**src/vmcrf_regs.svh**
```systemverilog
// register offsets, field positions, opcodes and reset values of the vector register block
`ifndef VMCRF_REGS_SVH
`define VMCRF_REGS_SVH
`define VMCRF_OFF_INSTR 12'h000
`define VMCRF_OFF_OPERAND 12'h004
`define VMCRF_OFF_RESULT 12'h008
`define VMCRF_OFF_STATUS 12'h00C
`define VMCRF_OFF_EVT_STAT 12'h010
`define VMCRF_OFF_EVT_CLR 12'h014
`define VMCRF_OFF_EVT_EN 12'h018
`define VMCRF_OFF_WREG_BASE 12'h040
`define VMCRF_OFF_VT0 12'h064
`define VMCRF_OFF_VT1 12'h068
`define VMCRF_OFF_VSM_BASE 12'h100
`define VMCRF_OP_CLR_ONE 16'hE6F8
`define VMCRF_OP_CLR_ALL 16'hE6F9
`define VMCRF_OP_CLR_COMPLEX_PACKING_BIT 16'hE522
`define VMCRF_OP_CLR_CRCFLIP 16'hE52D
`define VMCRF_OP_CLR_TRACEBACK_PACKING_BIT 16'hE525
`define VMCRF_OP_CLR_IMAGINARY_OVERFLOW_FLAG 16'hE50B
`define VMCRF_OP_CLR_REAL_OVERFLOW_FLAG 16'hE50A
`define VMCRF_OP_HSTORE 16'hE218
`define VMCRF_OP_HLOAD 16'hE2C9
`define VMCRF_OP8_MOVE_TO 8'hBD
`define VMCRF_OP8_MOVE_FROM 8'hBF
`define VMCRF_HALF_SEL_BIT 12
`define VMCRF_ST_REAL_OVERFLOW_FLAG_BIT 0
`define VMCRF_ST_IMAGINARY_OVERFLOW_FLAG_BIT 1
`define VMCRF_ST_COMPLEX_PACKING_BIT_BIT 2
`define VMCRF_ST_CRCFLIP_BIT 3
`define VMCRF_ST_TRACEBACK_PACKING_BIT_BIT 4
`define VMCRF_STATUS_RESET 32'h0000_0000
`define VMCRF_EVT_DONE_BIT 0
`define VMCRF_EVT_BADREG_BIT 1
`define VMCRF_NUM_WREGS 9
`define VMCRF_NUM_VSM 64
`define VMCRF_TWO_CYCLE_WAIT 1
`endif

```
**src/vmcrf_pkg.sv**
```systemverilog
// types shared by the vector register block
package vmcrf_pkg;
    typedef enum logic [1:0] {
        VMCRF_IDLE = 2'b00,
        VMCRF_EXEC2 = 2'b01
    } vmcrf_state_type;
    typedef struct packed {
        logic [15:0] op_lo;
        logic [15:0] op_hi;
    } vmcrf_instr_type;
    typedef struct packed {
        logic [31:0] operand;
        logic [31:0] result;
    } vmcrf_data_type;
endpackage

```
**src/vmcrf_core.sv**
```systemverilog
// vector coprocessor register file with clear, mode-bit clear and move instructions
//
// Overview of operation
// [RULE1] clear-one zeroes selected working register
// [RULE2] clear-all zeroes registers, transitions, metrics
// [RULE3] clears and half moves take one cycle
// [RULE4] clear complex packing bit; real high
// [RULE5] clear crc message flip bit
// [RULE6] crc message flip bit resets zero
// [RULE7] clear traceback output packing bit
// [RULE8] clear imaginary overflow flag only
// [RULE9] clear real overflow flag only
// [RULE10] half store high when bit12 set
// [RULE11] half store low when bit12 clear
// [RULE12] half load high, keep low
// [RULE13] half load low, keep high
// [RULE14] cpu-to-coproc move, ignore protect bit
// [RULE15] cpu-to-coproc move takes two cycles
// [RULE16] issuer waits four slots before use
// [RULE17] coproc-to-cpu move, two cycles
// [RULE18] register codes above eight write nothing
`include "vmcrf_regs.svh"
module vmcrf_core
    import vmcrf_pkg::*;
(
    input wire logic pclk,
    input wire logic presetn,
    input wire logic clk_en,
    input wire logic psel,
    input wire logic penable,
    input wire logic pwrite,
    input wire logic [11:0] paddr,
    input wire logic [31:0] pwdata,
    input wire logic protected_write_enable,
    output logic [31:0] prdata,
    output logic pready,
    output logic pslverr,
    output logic irq,
    output logic busy
);

    // working registers, transition bits, survivor metrics
    logic [31:0] working_reg_q [0:`VMCRF_NUM_WREGS-1];
    logic [31:0] transition_bits_reg_0_q;
    logic [31:0] transition_bits_reg_1_q;
    logic [31:0] survivor_metric_entry_q [0:`VMCRF_NUM_VSM-1];
    logic [31:0] coproc_status_reg_q;
    vmcrf_instr_type instr_q;
    vmcrf_data_type data_q;
    logic [1:0] evt_stat_q;
    logic [1:0] evt_en_q;
    vmcrf_state_type state_q;
    logic [7:0] move_ctx_q;
    logic [15:0] move_addr_q;

    // apb decode
    wire apb_acc = psel && penable && clk_en;
    wire apb_wr = apb_acc && pwrite;
    wire apb_rd = apb_acc && !pwrite;
    wire wr_instr = apb_wr && (paddr == `VMCRF_OFF_INSTR);
    wire wr_operand = apb_wr && (paddr == `VMCRF_OFF_OPERAND);
    wire wr_evt_clr = apb_wr && (paddr == `VMCRF_OFF_EVT_CLR);
    wire wr_evt_en = apb_wr && (paddr == `VMCRF_OFF_EVT_EN);

    // instruction fields
    wire [15:0] op_lo = pwdata[15:0];
    wire [15:0] op_hi = pwdata[31:16];
    wire [3:0] reg_sel = op_hi[3:0];
    wire [3:0] half_sel_reg = op_hi[11:8];
    wire half_high = op_hi[`VMCRF_HALF_SEL_BIT];
    wire [15:0] mem_operand = data_q.operand[15:0];

    function automatic logic reg_ok(input logic [3:0] sel);
        reg_ok = (sel < 4'(`VMCRF_NUM_WREGS));
    endfunction

    // coprocessor address map for the 32-bit moves: word index into register space
    function automatic logic [31:0] coproc_read(input logic [15:0] a);
        logic [15:0] w;
        w = a - 16'(`VMCRF_OFF_WREG_BASE >> 2);
        coproc_read = 32'h0000_0000;
        if (a >= 16'(`VMCRF_OFF_WREG_BASE >> 2) && w < 16'(`VMCRF_NUM_WREGS))
            coproc_read = working_reg_q[w[3:0]];
        else if (a == 16'(`VMCRF_OFF_VT0 >> 2))
            coproc_read = transition_bits_reg_0_q;
        else if (a == 16'(`VMCRF_OFF_VT1 >> 2))
            coproc_read = transition_bits_reg_1_q;
        else if (a == 16'(`VMCRF_OFF_STATUS >> 2))
            coproc_read = coproc_status_reg_q;
    endfunction

    wire is_clr_one = wr_instr && op_lo == `VMCRF_OP_CLR_ONE;
    wire is_clr_all = wr_instr && op_lo == `VMCRF_OP_CLR_ALL;
    wire is_clr_complex_packing_bit = wr_instr && op_lo == `VMCRF_OP_CLR_COMPLEX_PACKING_BIT;
    wire is_clr_crc = wr_instr && op_lo == `VMCRF_OP_CLR_CRCFLIP;
    wire is_clr_traceback_packing_bit = wr_instr && op_lo == `VMCRF_OP_CLR_TRACEBACK_PACKING_BIT;
    wire is_clr_imaginary_overflow_flag = wr_instr && op_lo == `VMCRF_OP_CLR_IMAGINARY_OVERFLOW_FLAG;
    wire is_clr_real_overflow_flag = wr_instr && op_lo == `VMCRF_OP_CLR_REAL_OVERFLOW_FLAG;
    wire is_hstore = wr_instr && op_lo == `VMCRF_OP_HSTORE;
    wire is_hload = wr_instr && op_lo == `VMCRF_OP_HLOAD;
    wire is_move = wr_instr && (op_lo[15:8] == `VMCRF_OP8_MOVE_TO || op_lo[15:8] == `VMCRF_OP8_MOVE_FROM);
    wire single_op = is_clr_one || is_clr_all || is_clr_complex_packing_bit || is_clr_crc || is_clr_traceback_packing_bit
        || is_clr_imaginary_overflow_flag || is_clr_real_overflow_flag || is_hstore || is_hload;
    wire bad_reg = (is_clr_one && !reg_ok(reg_sel)) || ((is_hstore || is_hload) && !reg_ok(half_sel_reg));
    wire move_done = (state_q == VMCRF_EXEC2) && clk_en;
    wire move_to = move_ctx_q == `VMCRF_OP8_MOVE_TO;
    wire [15:0] mv_w = move_addr_q - 16'(`VMCRF_OFF_WREG_BASE >> 2);
    wire mv_wreg = move_addr_q >= 16'(`VMCRF_OFF_WREG_BASE >> 2) && mv_w < 16'(`VMCRF_NUM_WREGS);
    wire evt_done = single_op || move_done;

    // read mux
    wire [31:0] evt_word = {30'h0000_0000, evt_stat_q};
    wire [31:0] en_word = {30'h0000_0000, evt_en_q};
    wire [11:0] wreg_off = paddr - `VMCRF_OFF_WREG_BASE;
    wire rd_wreg = paddr >= `VMCRF_OFF_WREG_BASE && wreg_off[11:2] < 10'(`VMCRF_NUM_WREGS)
        && paddr[1:0] == 2'b00;
    wire [11:0] vsm_off = paddr - `VMCRF_OFF_VSM_BASE;
    wire rd_vsm = paddr >= `VMCRF_OFF_VSM_BASE && vsm_off[11:2] < 10'(`VMCRF_NUM_VSM) && paddr[1:0] == 2'b00;
    wire known_fixed = paddr == `VMCRF_OFF_INSTR || paddr == `VMCRF_OFF_OPERAND || paddr == `VMCRF_OFF_RESULT
        || paddr == `VMCRF_OFF_STATUS || paddr == `VMCRF_OFF_EVT_STAT || paddr == `VMCRF_OFF_EVT_CLR
        || paddr == `VMCRF_OFF_EVT_EN || paddr == `VMCRF_OFF_VT0 || paddr == `VMCRF_OFF_VT1;
    wire addr_ok = known_fixed || rd_wreg || rd_vsm;
    wire [31:0] rd_mux =
        paddr == `VMCRF_OFF_INSTR ? {instr_q.op_hi, instr_q.op_lo} :
        paddr == `VMCRF_OFF_OPERAND ? data_q.operand :
        paddr == `VMCRF_OFF_RESULT ? data_q.result :
        paddr == `VMCRF_OFF_STATUS ? coproc_status_reg_q :
        paddr == `VMCRF_OFF_EVT_STAT ? evt_word :
        paddr == `VMCRF_OFF_EVT_EN ? en_word :
        paddr == `VMCRF_OFF_VT0 ? transition_bits_reg_0_q :
        paddr == `VMCRF_OFF_VT1 ? transition_bits_reg_1_q :
        rd_wreg ? working_reg_q[wreg_off[5:2]] :
        rd_vsm ? survivor_metric_entry_q[vsm_off[7:2]] : 32'h0000_0000;
    // busy refuses a new instruction while a two-cycle move runs
    wire instr_refused = wr_instr && state_q != VMCRF_IDLE;

    // apb response, zero wait states
    always_ff @(posedge pclk or negedge presetn)
    begin
        if (!presetn)
        begin
            prdata <= 32'h0000_0000;
            pready <= 1'b0;
            pslverr <= 1'b0;
        end
        else if (clk_en)
        begin
            pready <= psel && !penable;
            pslverr <= psel && !penable && !addr_ok;
            prdata <= (psel && !penable && !pwrite) ? rd_mux : 32'h0000_0000;
        end
    end

    // working registers and metrics
    always_ff @(posedge pclk or negedge presetn)
    begin
        if (!presetn)
        begin
            for (int i = 0; i < `VMCRF_NUM_WREGS; i++)
                working_reg_q[i] <= 32'h0000_0000;
            for (int i = 0; i < `VMCRF_NUM_VSM; i++)
                survivor_metric_entry_q[i] <= 32'h0000_0000;
            transition_bits_reg_0_q <= 32'h0000_0000;
            transition_bits_reg_1_q <= 32'h0000_0000;
        end
        else if (clk_en && !instr_refused)
        begin
            if (is_clr_all)
            begin
                for (int i = 0; i < `VMCRF_NUM_WREGS; i++)
                    working_reg_q[i] <= 32'h0000_0000; // [RULE2]
                for (int i = 0; i < `VMCRF_NUM_VSM; i++)
                    survivor_metric_entry_q[i] <= 32'h0000_0000; // [RULE2]
                transition_bits_reg_0_q <= 32'h0000_0000;
                transition_bits_reg_1_q <= 32'h0000_0000;
            end
            if (is_clr_one && reg_ok(reg_sel)) // [RULE18]
                working_reg_q[reg_sel] <= 32'h0000_0000; // [RULE1]
            if (is_hload && reg_ok(half_sel_reg))
            begin
                if (half_high)
                    working_reg_q[half_sel_reg][31:16] <= mem_operand; // [RULE12]
                else
                    working_reg_q[half_sel_reg][15:0] <= mem_operand; // [RULE13]
            end
            // protect bit deliberately not consulted
            if (move_done && move_to && mv_wreg)
                working_reg_q[mv_w[3:0]] <= data_q.operand; // [RULE14]
            if (move_done && move_to && move_addr_q == 16'(`VMCRF_OFF_VT0 >> 2))
                transition_bits_reg_0_q <= data_q.operand; // [RULE14]
            if (move_done && move_to && move_addr_q == 16'(`VMCRF_OFF_VT1 >> 2))
                transition_bits_reg_1_q <= data_q.operand; // [RULE14]
        end
    end

    // status mode bits and overflow flags
    always_ff @(posedge pclk or negedge presetn)
    begin
        if (!presetn)
            coproc_status_reg_q <= `VMCRF_STATUS_RESET; // [RULE6]
        else if (clk_en && !instr_refused)
        begin
            if (is_clr_complex_packing_bit)
                coproc_status_reg_q[`VMCRF_ST_COMPLEX_PACKING_BIT_BIT] <= 1'b0; // [RULE4]
            if (is_clr_crc)
                coproc_status_reg_q[`VMCRF_ST_CRCFLIP_BIT] <= 1'b0; // [RULE5]
            if (is_clr_traceback_packing_bit)
                coproc_status_reg_q[`VMCRF_ST_TRACEBACK_PACKING_BIT_BIT] <= 1'b0; // [RULE7]
            if (is_clr_imaginary_overflow_flag)
                coproc_status_reg_q[`VMCRF_ST_IMAGINARY_OVERFLOW_FLAG_BIT] <= 1'b0; // [RULE8]
            if (is_clr_real_overflow_flag)
                coproc_status_reg_q[`VMCRF_ST_REAL_OVERFLOW_FLAG_BIT] <= 1'b0; // [RULE9]
            if (move_done && move_to && move_addr_q == 16'(`VMCRF_OFF_STATUS >> 2))
                coproc_status_reg_q <= data_q.operand; // [RULE14]
        end
    end

    // instruction, operand, result
    always_ff @(posedge pclk or negedge presetn)
    begin
        if (!presetn)
        begin
            instr_q <= '0;
            data_q <= '0;
        end
        else if (clk_en)
        begin
            if (wr_instr && !instr_refused)
                instr_q <= vmcrf_instr_type'({op_lo, op_hi});
            if (wr_operand)
                data_q.operand <= pwdata;
            if (is_hstore && !instr_refused && reg_ok(half_sel_reg))
                data_q.result <= {16'h0000, half_high ? working_reg_q[half_sel_reg][31:16] // [RULE10]
                                                      : working_reg_q[half_sel_reg][15:0]}; // [RULE11]
            if (move_done && !move_to)
                data_q.result <= coproc_read(move_addr_q); // [RULE17]
        end
    end

    // two-cycle move sequencer
    always_ff @(posedge pclk or negedge presetn)
    begin
        if (!presetn)
        begin
            state_q <= VMCRF_IDLE;
            move_ctx_q <= 8'h00;
            move_addr_q <= 16'h0000;
            busy <= 1'b0;
        end
        else if (clk_en)
        begin
            case (state_q)
                VMCRF_IDLE:
                begin
                    if (is_move)
                    begin
                        state_q <= VMCRF_EXEC2; // [RULE15]
                        move_ctx_q <= op_lo[15:8];
                        move_addr_q <= op_hi; // [RULE14]
                        busy <= 1'b1;
                    end
                end
                VMCRF_EXEC2:
                begin
                    state_q <= VMCRF_IDLE;
                    busy <= 1'b0;
                end
                default:
                begin
                    state_q <= VMCRF_IDLE;
                    busy <= 1'b0;
                end
            endcase
        end
    end

    // event status, set wins over clear
    always_ff @(posedge pclk or negedge presetn)
    begin
        if (!presetn)
        begin
            evt_stat_q <= 2'b00;
            evt_en_q <= 2'b00;
            irq <= 1'b0;
        end
        else if (clk_en)
        begin
            evt_stat_q <= (evt_stat_q & ~(wr_evt_clr ? pwdata[1:0] : 2'b00))
                | {bad_reg && !instr_refused, evt_done && !instr_refused};
            if (wr_evt_en)
                evt_en_q <= pwdata[1:0];
            irq <= |(evt_stat_q & evt_en_q);
        end
    end

    logic past_valid_q;
    always_ff @(posedge pclk or negedge presetn)
    begin
        if (!presetn)
            past_valid_q <= 1'b0;
        else
            past_valid_q <= 1'b1;
    end

    a_clr_one_zero: assert property (@(posedge pclk) disable iff (!presetn) // [RULE1]
        (is_clr_one && reg_ok(reg_sel) && !instr_refused && !is_clr_all) |=> working_reg_q[$past(reg_sel)] == 32'h0)
        else $error("clear one left register nonzero");
    a_clr_all_zero: assert property (@(posedge pclk) disable iff (!presetn) // [RULE2]
        (is_clr_all && !instr_refused) |=> working_reg_q[8] == 32'h0 && transition_bits_reg_1_q == 32'h0
            && survivor_metric_entry_q[63] == 32'h0)
        else $error("clear all left state nonzero");
    a_clr_keeps_flags: assert property (@(posedge pclk) disable iff (!presetn) // [RULE2]
        (is_clr_all && !instr_refused) |=> $stable(coproc_status_reg_q))
        else $error("clear all touched status");
    a_complex_packing_bit_clear: assert property (@(posedge pclk) disable iff (!presetn) // [RULE4]
        (is_clr_complex_packing_bit && !instr_refused) |=> !coproc_status_reg_q[`VMCRF_ST_COMPLEX_PACKING_BIT_BIT])
        else $error("packing bit not cleared");
    a_crc_reset: assert property (@(posedge pclk) // [RULE6]
        $rose(presetn) |-> !coproc_status_reg_q[`VMCRF_ST_CRCFLIP_BIT])
        else $error("crc flip bit not zero after reset");
    a_imaginary_overflow_flag_only: assert property (@(posedge pclk) disable iff (!presetn) // [RULE8]
        (is_clr_imaginary_overflow_flag && !instr_refused && !is_move && state_q == VMCRF_IDLE) |=>
            !coproc_status_reg_q[`VMCRF_ST_IMAGINARY_OVERFLOW_FLAG_BIT]
            && coproc_status_reg_q[`VMCRF_ST_REAL_OVERFLOW_FLAG_BIT] == $past(coproc_status_reg_q[`VMCRF_ST_REAL_OVERFLOW_FLAG_BIT]))
        else $error("imaginary clear wrong");
    a_real_overflow_flag_only: assert property (@(posedge pclk) disable iff (!presetn) // [RULE9]
        (is_clr_real_overflow_flag && !instr_refused && state_q == VMCRF_IDLE) |=>
            !coproc_status_reg_q[`VMCRF_ST_REAL_OVERFLOW_FLAG_BIT]
            && coproc_status_reg_q[`VMCRF_ST_IMAGINARY_OVERFLOW_FLAG_BIT] == $past(coproc_status_reg_q[`VMCRF_ST_IMAGINARY_OVERFLOW_FLAG_BIT]))
        else $error("real clear wrong");
    a_hload_high: assert property (@(posedge pclk) disable iff (!presetn) // [RULE12]
        (is_hload && half_high && reg_ok(half_sel_reg) && !instr_refused) |=>
            working_reg_q[$past(half_sel_reg)][15:0] == $past(working_reg_q[half_sel_reg][15:0]))
        else $error("high load changed low half");
    a_move_two: assert property (@(posedge pclk) disable iff (!presetn) // [RULE15]
        (is_move && state_q == VMCRF_IDLE && clk_en) |=> busy ##1 (!busy || !clk_en))
        else $error("move not two cycles");
    c_clr_all: cover property (@(posedge pclk) disable iff (!presetn) is_clr_all);
    c_move: cover property (@(posedge pclk) disable iff (!presetn) move_done && !move_to);
    c_hstore: cover property (@(posedge pclk) disable iff (!presetn) is_hstore && half_high);
    c_irq: cover property (@(posedge pclk) disable iff (!presetn) $rose(irq));
endmodule

```
**config.mk**
```make
export PLATFORM = sky130hd
export DESIGN_NAME = vmcrf_core
export DESIGN_NICKNAME = d
export VERILOG_FILES = /design/src/vmcrf_pkg.sv /design/src/vmcrf_core.sv
export VERILOG_INCLUDE_DIRS = /design/src
export SDC_FILE = /design/constraint.sdc
export NUM_CORES = 2
export LEC_CHECK = 0
export ABC_AREA = 1
export BUFFER_PORTS_ARGS = -buffer_cell sky130_fd_sc_hd__buf_2
export CAP_MARGIN = 25
export CORE_ASPECT_RATIO = 1.25
export CORE_UTILIZATION = 55
export DETAILED_ROUTE_END_ITERATION = 10
export PLACE_DENSITY = 0.72
export SLEW_MARGIN = 20
export SYNTH_ARGS = -nofsm -noshare
export SYNTH_HDL_FRONTEND = slang
export SYNTH_SLANG_ARGS = --single-unit
```
**constraint.sdc**
```tcl
create_clock -name pclk -period 2.35 [get_ports pclk]
set_input_delay 0.47 -clock pclk [delete_from_list [all_inputs] [get_ports pclk]]
set_output_delay 0.47 -clock pclk [all_outputs]
set_load 0.05 [all_outputs]
```
==> flow_summary.yaml <==
status:
  status: "finished, violations left"
  violations: "setup timing"
worst_setup_path:
  crit_type: "reg2reg"
  crit_fanout: 4
  crit_path_end_kind: "flop"
  critPathLaunchType: "flop"
  rr_startpoint: "move_addr_q[7]$_DFFE_PN0P_"
  setup.worst_path.start: "move_addr_q[7]$_DFFE_PN0P_"
  r2r_cells: 15
  worstPathRequired_ns: 2.92
  arrival_ns: 2.99
drt:
  drt-wirelength-per-cell_um: 26.29
  dr.first_iter.drc_count: 6652
  drt-total-wl_um: 156100
  routed.top_layer: "met5"
  first_pass_iters: 7
  drt.antenna.violating_nets: 0
  viasPerCell: 6.415
  wl_met3_um: 24940
  wl_met2_um: 63520
  drc: 0
  wl_met1_um: 55870
  vias: 38100
die:
  die_area_um2: 59830
  fp.dieH_um: 273.2
  coreArea_um2: 58220
  fp.dieW_um: 219.0
  initial_core_util_pct: 55.60
  rows: 99
  io_pins: 87
global_route:
  first_global_vias: 35230
  antenna_found_initial: 4
  track_usage_pct: 51.70
  grt_pass1_wl_um: 225900
  grt-ovfl-total: 0
  grt_max_degree: 65
logic_synthesis:
  synth_cell_type_count: 44
  post-synth-top-area-cell: "dfrtp_1"
  synthFlopType: "dfrtp_1"
  async_reset_ff_share_pct: 100.0
  ys_seq_area_share_pct: 42.06
  synth_edf_count: 0
  synth_top_area_share_pct: 42.06
  yosysWarnings: 0
  netlist_instances: 4752
  ys_ff_latch: 544
  synth.area.top_cells: "dfrtp_1 (42%), nand2_1 (19%), o21ai_0 (7.4%)"
  synth.net_count: 4803
  syn_area_um2: 32370
  syn_avg_cell_area_um2: 6.812
final_layout:
  syn2layout_area_growth_pct: 24.67
  fin_util_pct: 69.31
  seq_area_um2: 13610
  drive_gt1_share_pct: 16.04
  n_fill_cell: 5041
  layout.nets: 5187
  mostFrequentLayoutCell: "nand2_1"
  final_cell_mix: "nand2_1 (1660), dfrtp_1 (544), o21ai_0 (475)"
  multi_input_area_um2: 16100
  final_area_um2: 40350
clocking:
  clk_path_buf_depth: 3
  clk_latency_ns: 0.65
  clk_pin_slew_ns: 0.06
  cts_tree: "built"
  cts_num_sinks: 544
  cts_buffers: 57
  cts_max_level: 2
  root_buffer: "clkbuf_16"
timing:
  report.final.setup_viol: 9
  drv_slew: 0
  rsz0062_at_grt: "yes"
  worst_slack_ns: -0.06247
  hold_violations: 0
  worst_slew_pin_slew_ns: 1.077
  fin_tns_setup_ns: -0.4269
  max_freq_mhz: 414.5
  period_needed_ns: 2.412
  fin_crit_sh_pct: 102.7
  relSlewSlack_pct: 27.91
  skew_ns: 0.02101
place:
  gp_congestion: 1.098
  hpwl_um: 109000
  port_buffers: 85
  pre_cts_slack_ns: -0.5040
  place_area_um2: 38000
power:
  leakage_nw: 19.97
  power.total_mw: 20.88
  vdd_drop_max_v: 0.0006974
  p_per_area_nw_per_um2: 517.4
worst_hold_path:
  hold_start: "pwdata[6]"
  hold_depth: 3
  holdCritPathClass: "in2reg"
run:
  drv_cap: 0
## Yosys cell counts (all sizes together) (2+ instances only)
cell type and count:
nand3 229, or2 2, o22ai 249, a22o 8
o2111ai 22, buf 86, a22oi 46, o211ai 16
o21ai 491, nand2 1694, a31oi 18, clkbuf 200
inv 440, a21boi 2, nor3 40, a21oi 156
nand4 133, nand3b 3, clkinv 7, and2 2
o31ai 3, nor2 356, dfrtp 544
## layout make-up
class	instances	area share [%]
Inverter	447	4.174
Antenna cell	1	0.006201
Tap cell	757	2.347
Clock inverter	13	0.6201
Timing Repair Buffer	611	14.87
Multi-Input combinational cell	3475	39.89
Sequential cell	544	33.74
Clock buffer	91	4.353
## registers in the layout, indices dropped and copies added (netlist names)
name	flops
data_q	64
instr_q	32
pready	1
prdata	32
coproc_status_reg_q	32
state_q	1
evt_stat_q	2
transition_bits_reg_1_q	32
pslverr	1
working_reg_q	288
transition_bits_reg_0_q	32
move_addr_q	16
irq	1
evt_en_q	2
move_ctx_q	8
## critical path: stages (launching register included)
cell	delay, ns
dfrtp_1	0.43
nor2_2	0.16
nand2_2	0.09
buf_6	0.13
nor2_4	0.08
buf_6	0.11
nand3_1	0.09
nand2_1	0.12
nand3_1	0.07
nor2_1	0.10
buf_4	0.16
nand4_1	0.25
nand2_2	0.26
clkbuf_16	0.18
nand2_1	0.05
nand2_1	0.06
## repair_timing
item / in CTS / in global routing
cloned: 0 / 1
endpoints found under the hold margin: 22 / 0
setup buffers: 1 / 9
pin swaps: 1 / 16
endpoints found under the setup margin: 134 / 258
hold buffers: 1 / 0
gates resized for setup: 7 / 55
## power by group
group / total (mW) / internal, mW / switching, mW / leakage, nW
sequential: 9.38 / 9.37 / 0.00537 / 7.12
clock: 9.96 / 5.85 / 4.11 / 0.980
combinational: 1.54 / 0.500 / 1.04 / 11.9
total: 20.9 / 15.7 / 5.16 / 20.0
## logic make-up (layout without fill, tap and decap cells)
group | count (synthesis) | after routing | share of synthesized area, %
simple gates | 2460 | 2460 | 31.24
compound gates | 1015 | 1015 | 17.71
buf+inv | 733 | 1162 | 8.991
flops | 544 | 544 | 42.06
other cells | 0 | 1 | 0
## per-layer routing
| layer | vias up | track usage [%] |
|---|---|---|
| li1 | 16430 | - |
| met1 | 17710 | 66.16 |
| met5 | - | 0 |
| met4 | 8 | 30.94 |
| met2 | 3229 | 73.85 |
| met3 | 725 | 19.71 |
## path summary, 6_finish.rpt
check	end	slack (ns)
max	working_reg_q[101]$_DFFE_PN0P_	-0.06
min	data_q[38]$_DFFE_PN0P_	0.13
max reg2reg	working_reg_q[101]$_DFFE_PN0P_	-0.06
min reg2reg	move_ctx_q[2]$_DFFE_PN0P_	0.47
max in group asynchronous	instr_q[31]$_DFFE_PN0P_	1.16
min in group asynchronous	working_reg_q[109]$_DFFE_PN0P_	0.38
## per-stage QoR
stage | cells | hold WS [ns]
2_1_floorplan | 4752 | 0.1744
3_3_place_gp | 5822 | 0.4312
3_5_place_dp | 5822 | 0.4274
4_1_cts | 5928 | 0.1221
5_1_grt | 5938 | 0.1615
6_report | 5939 | 0.1321
No activity file was read; power rests on OpenSTA's default activity.
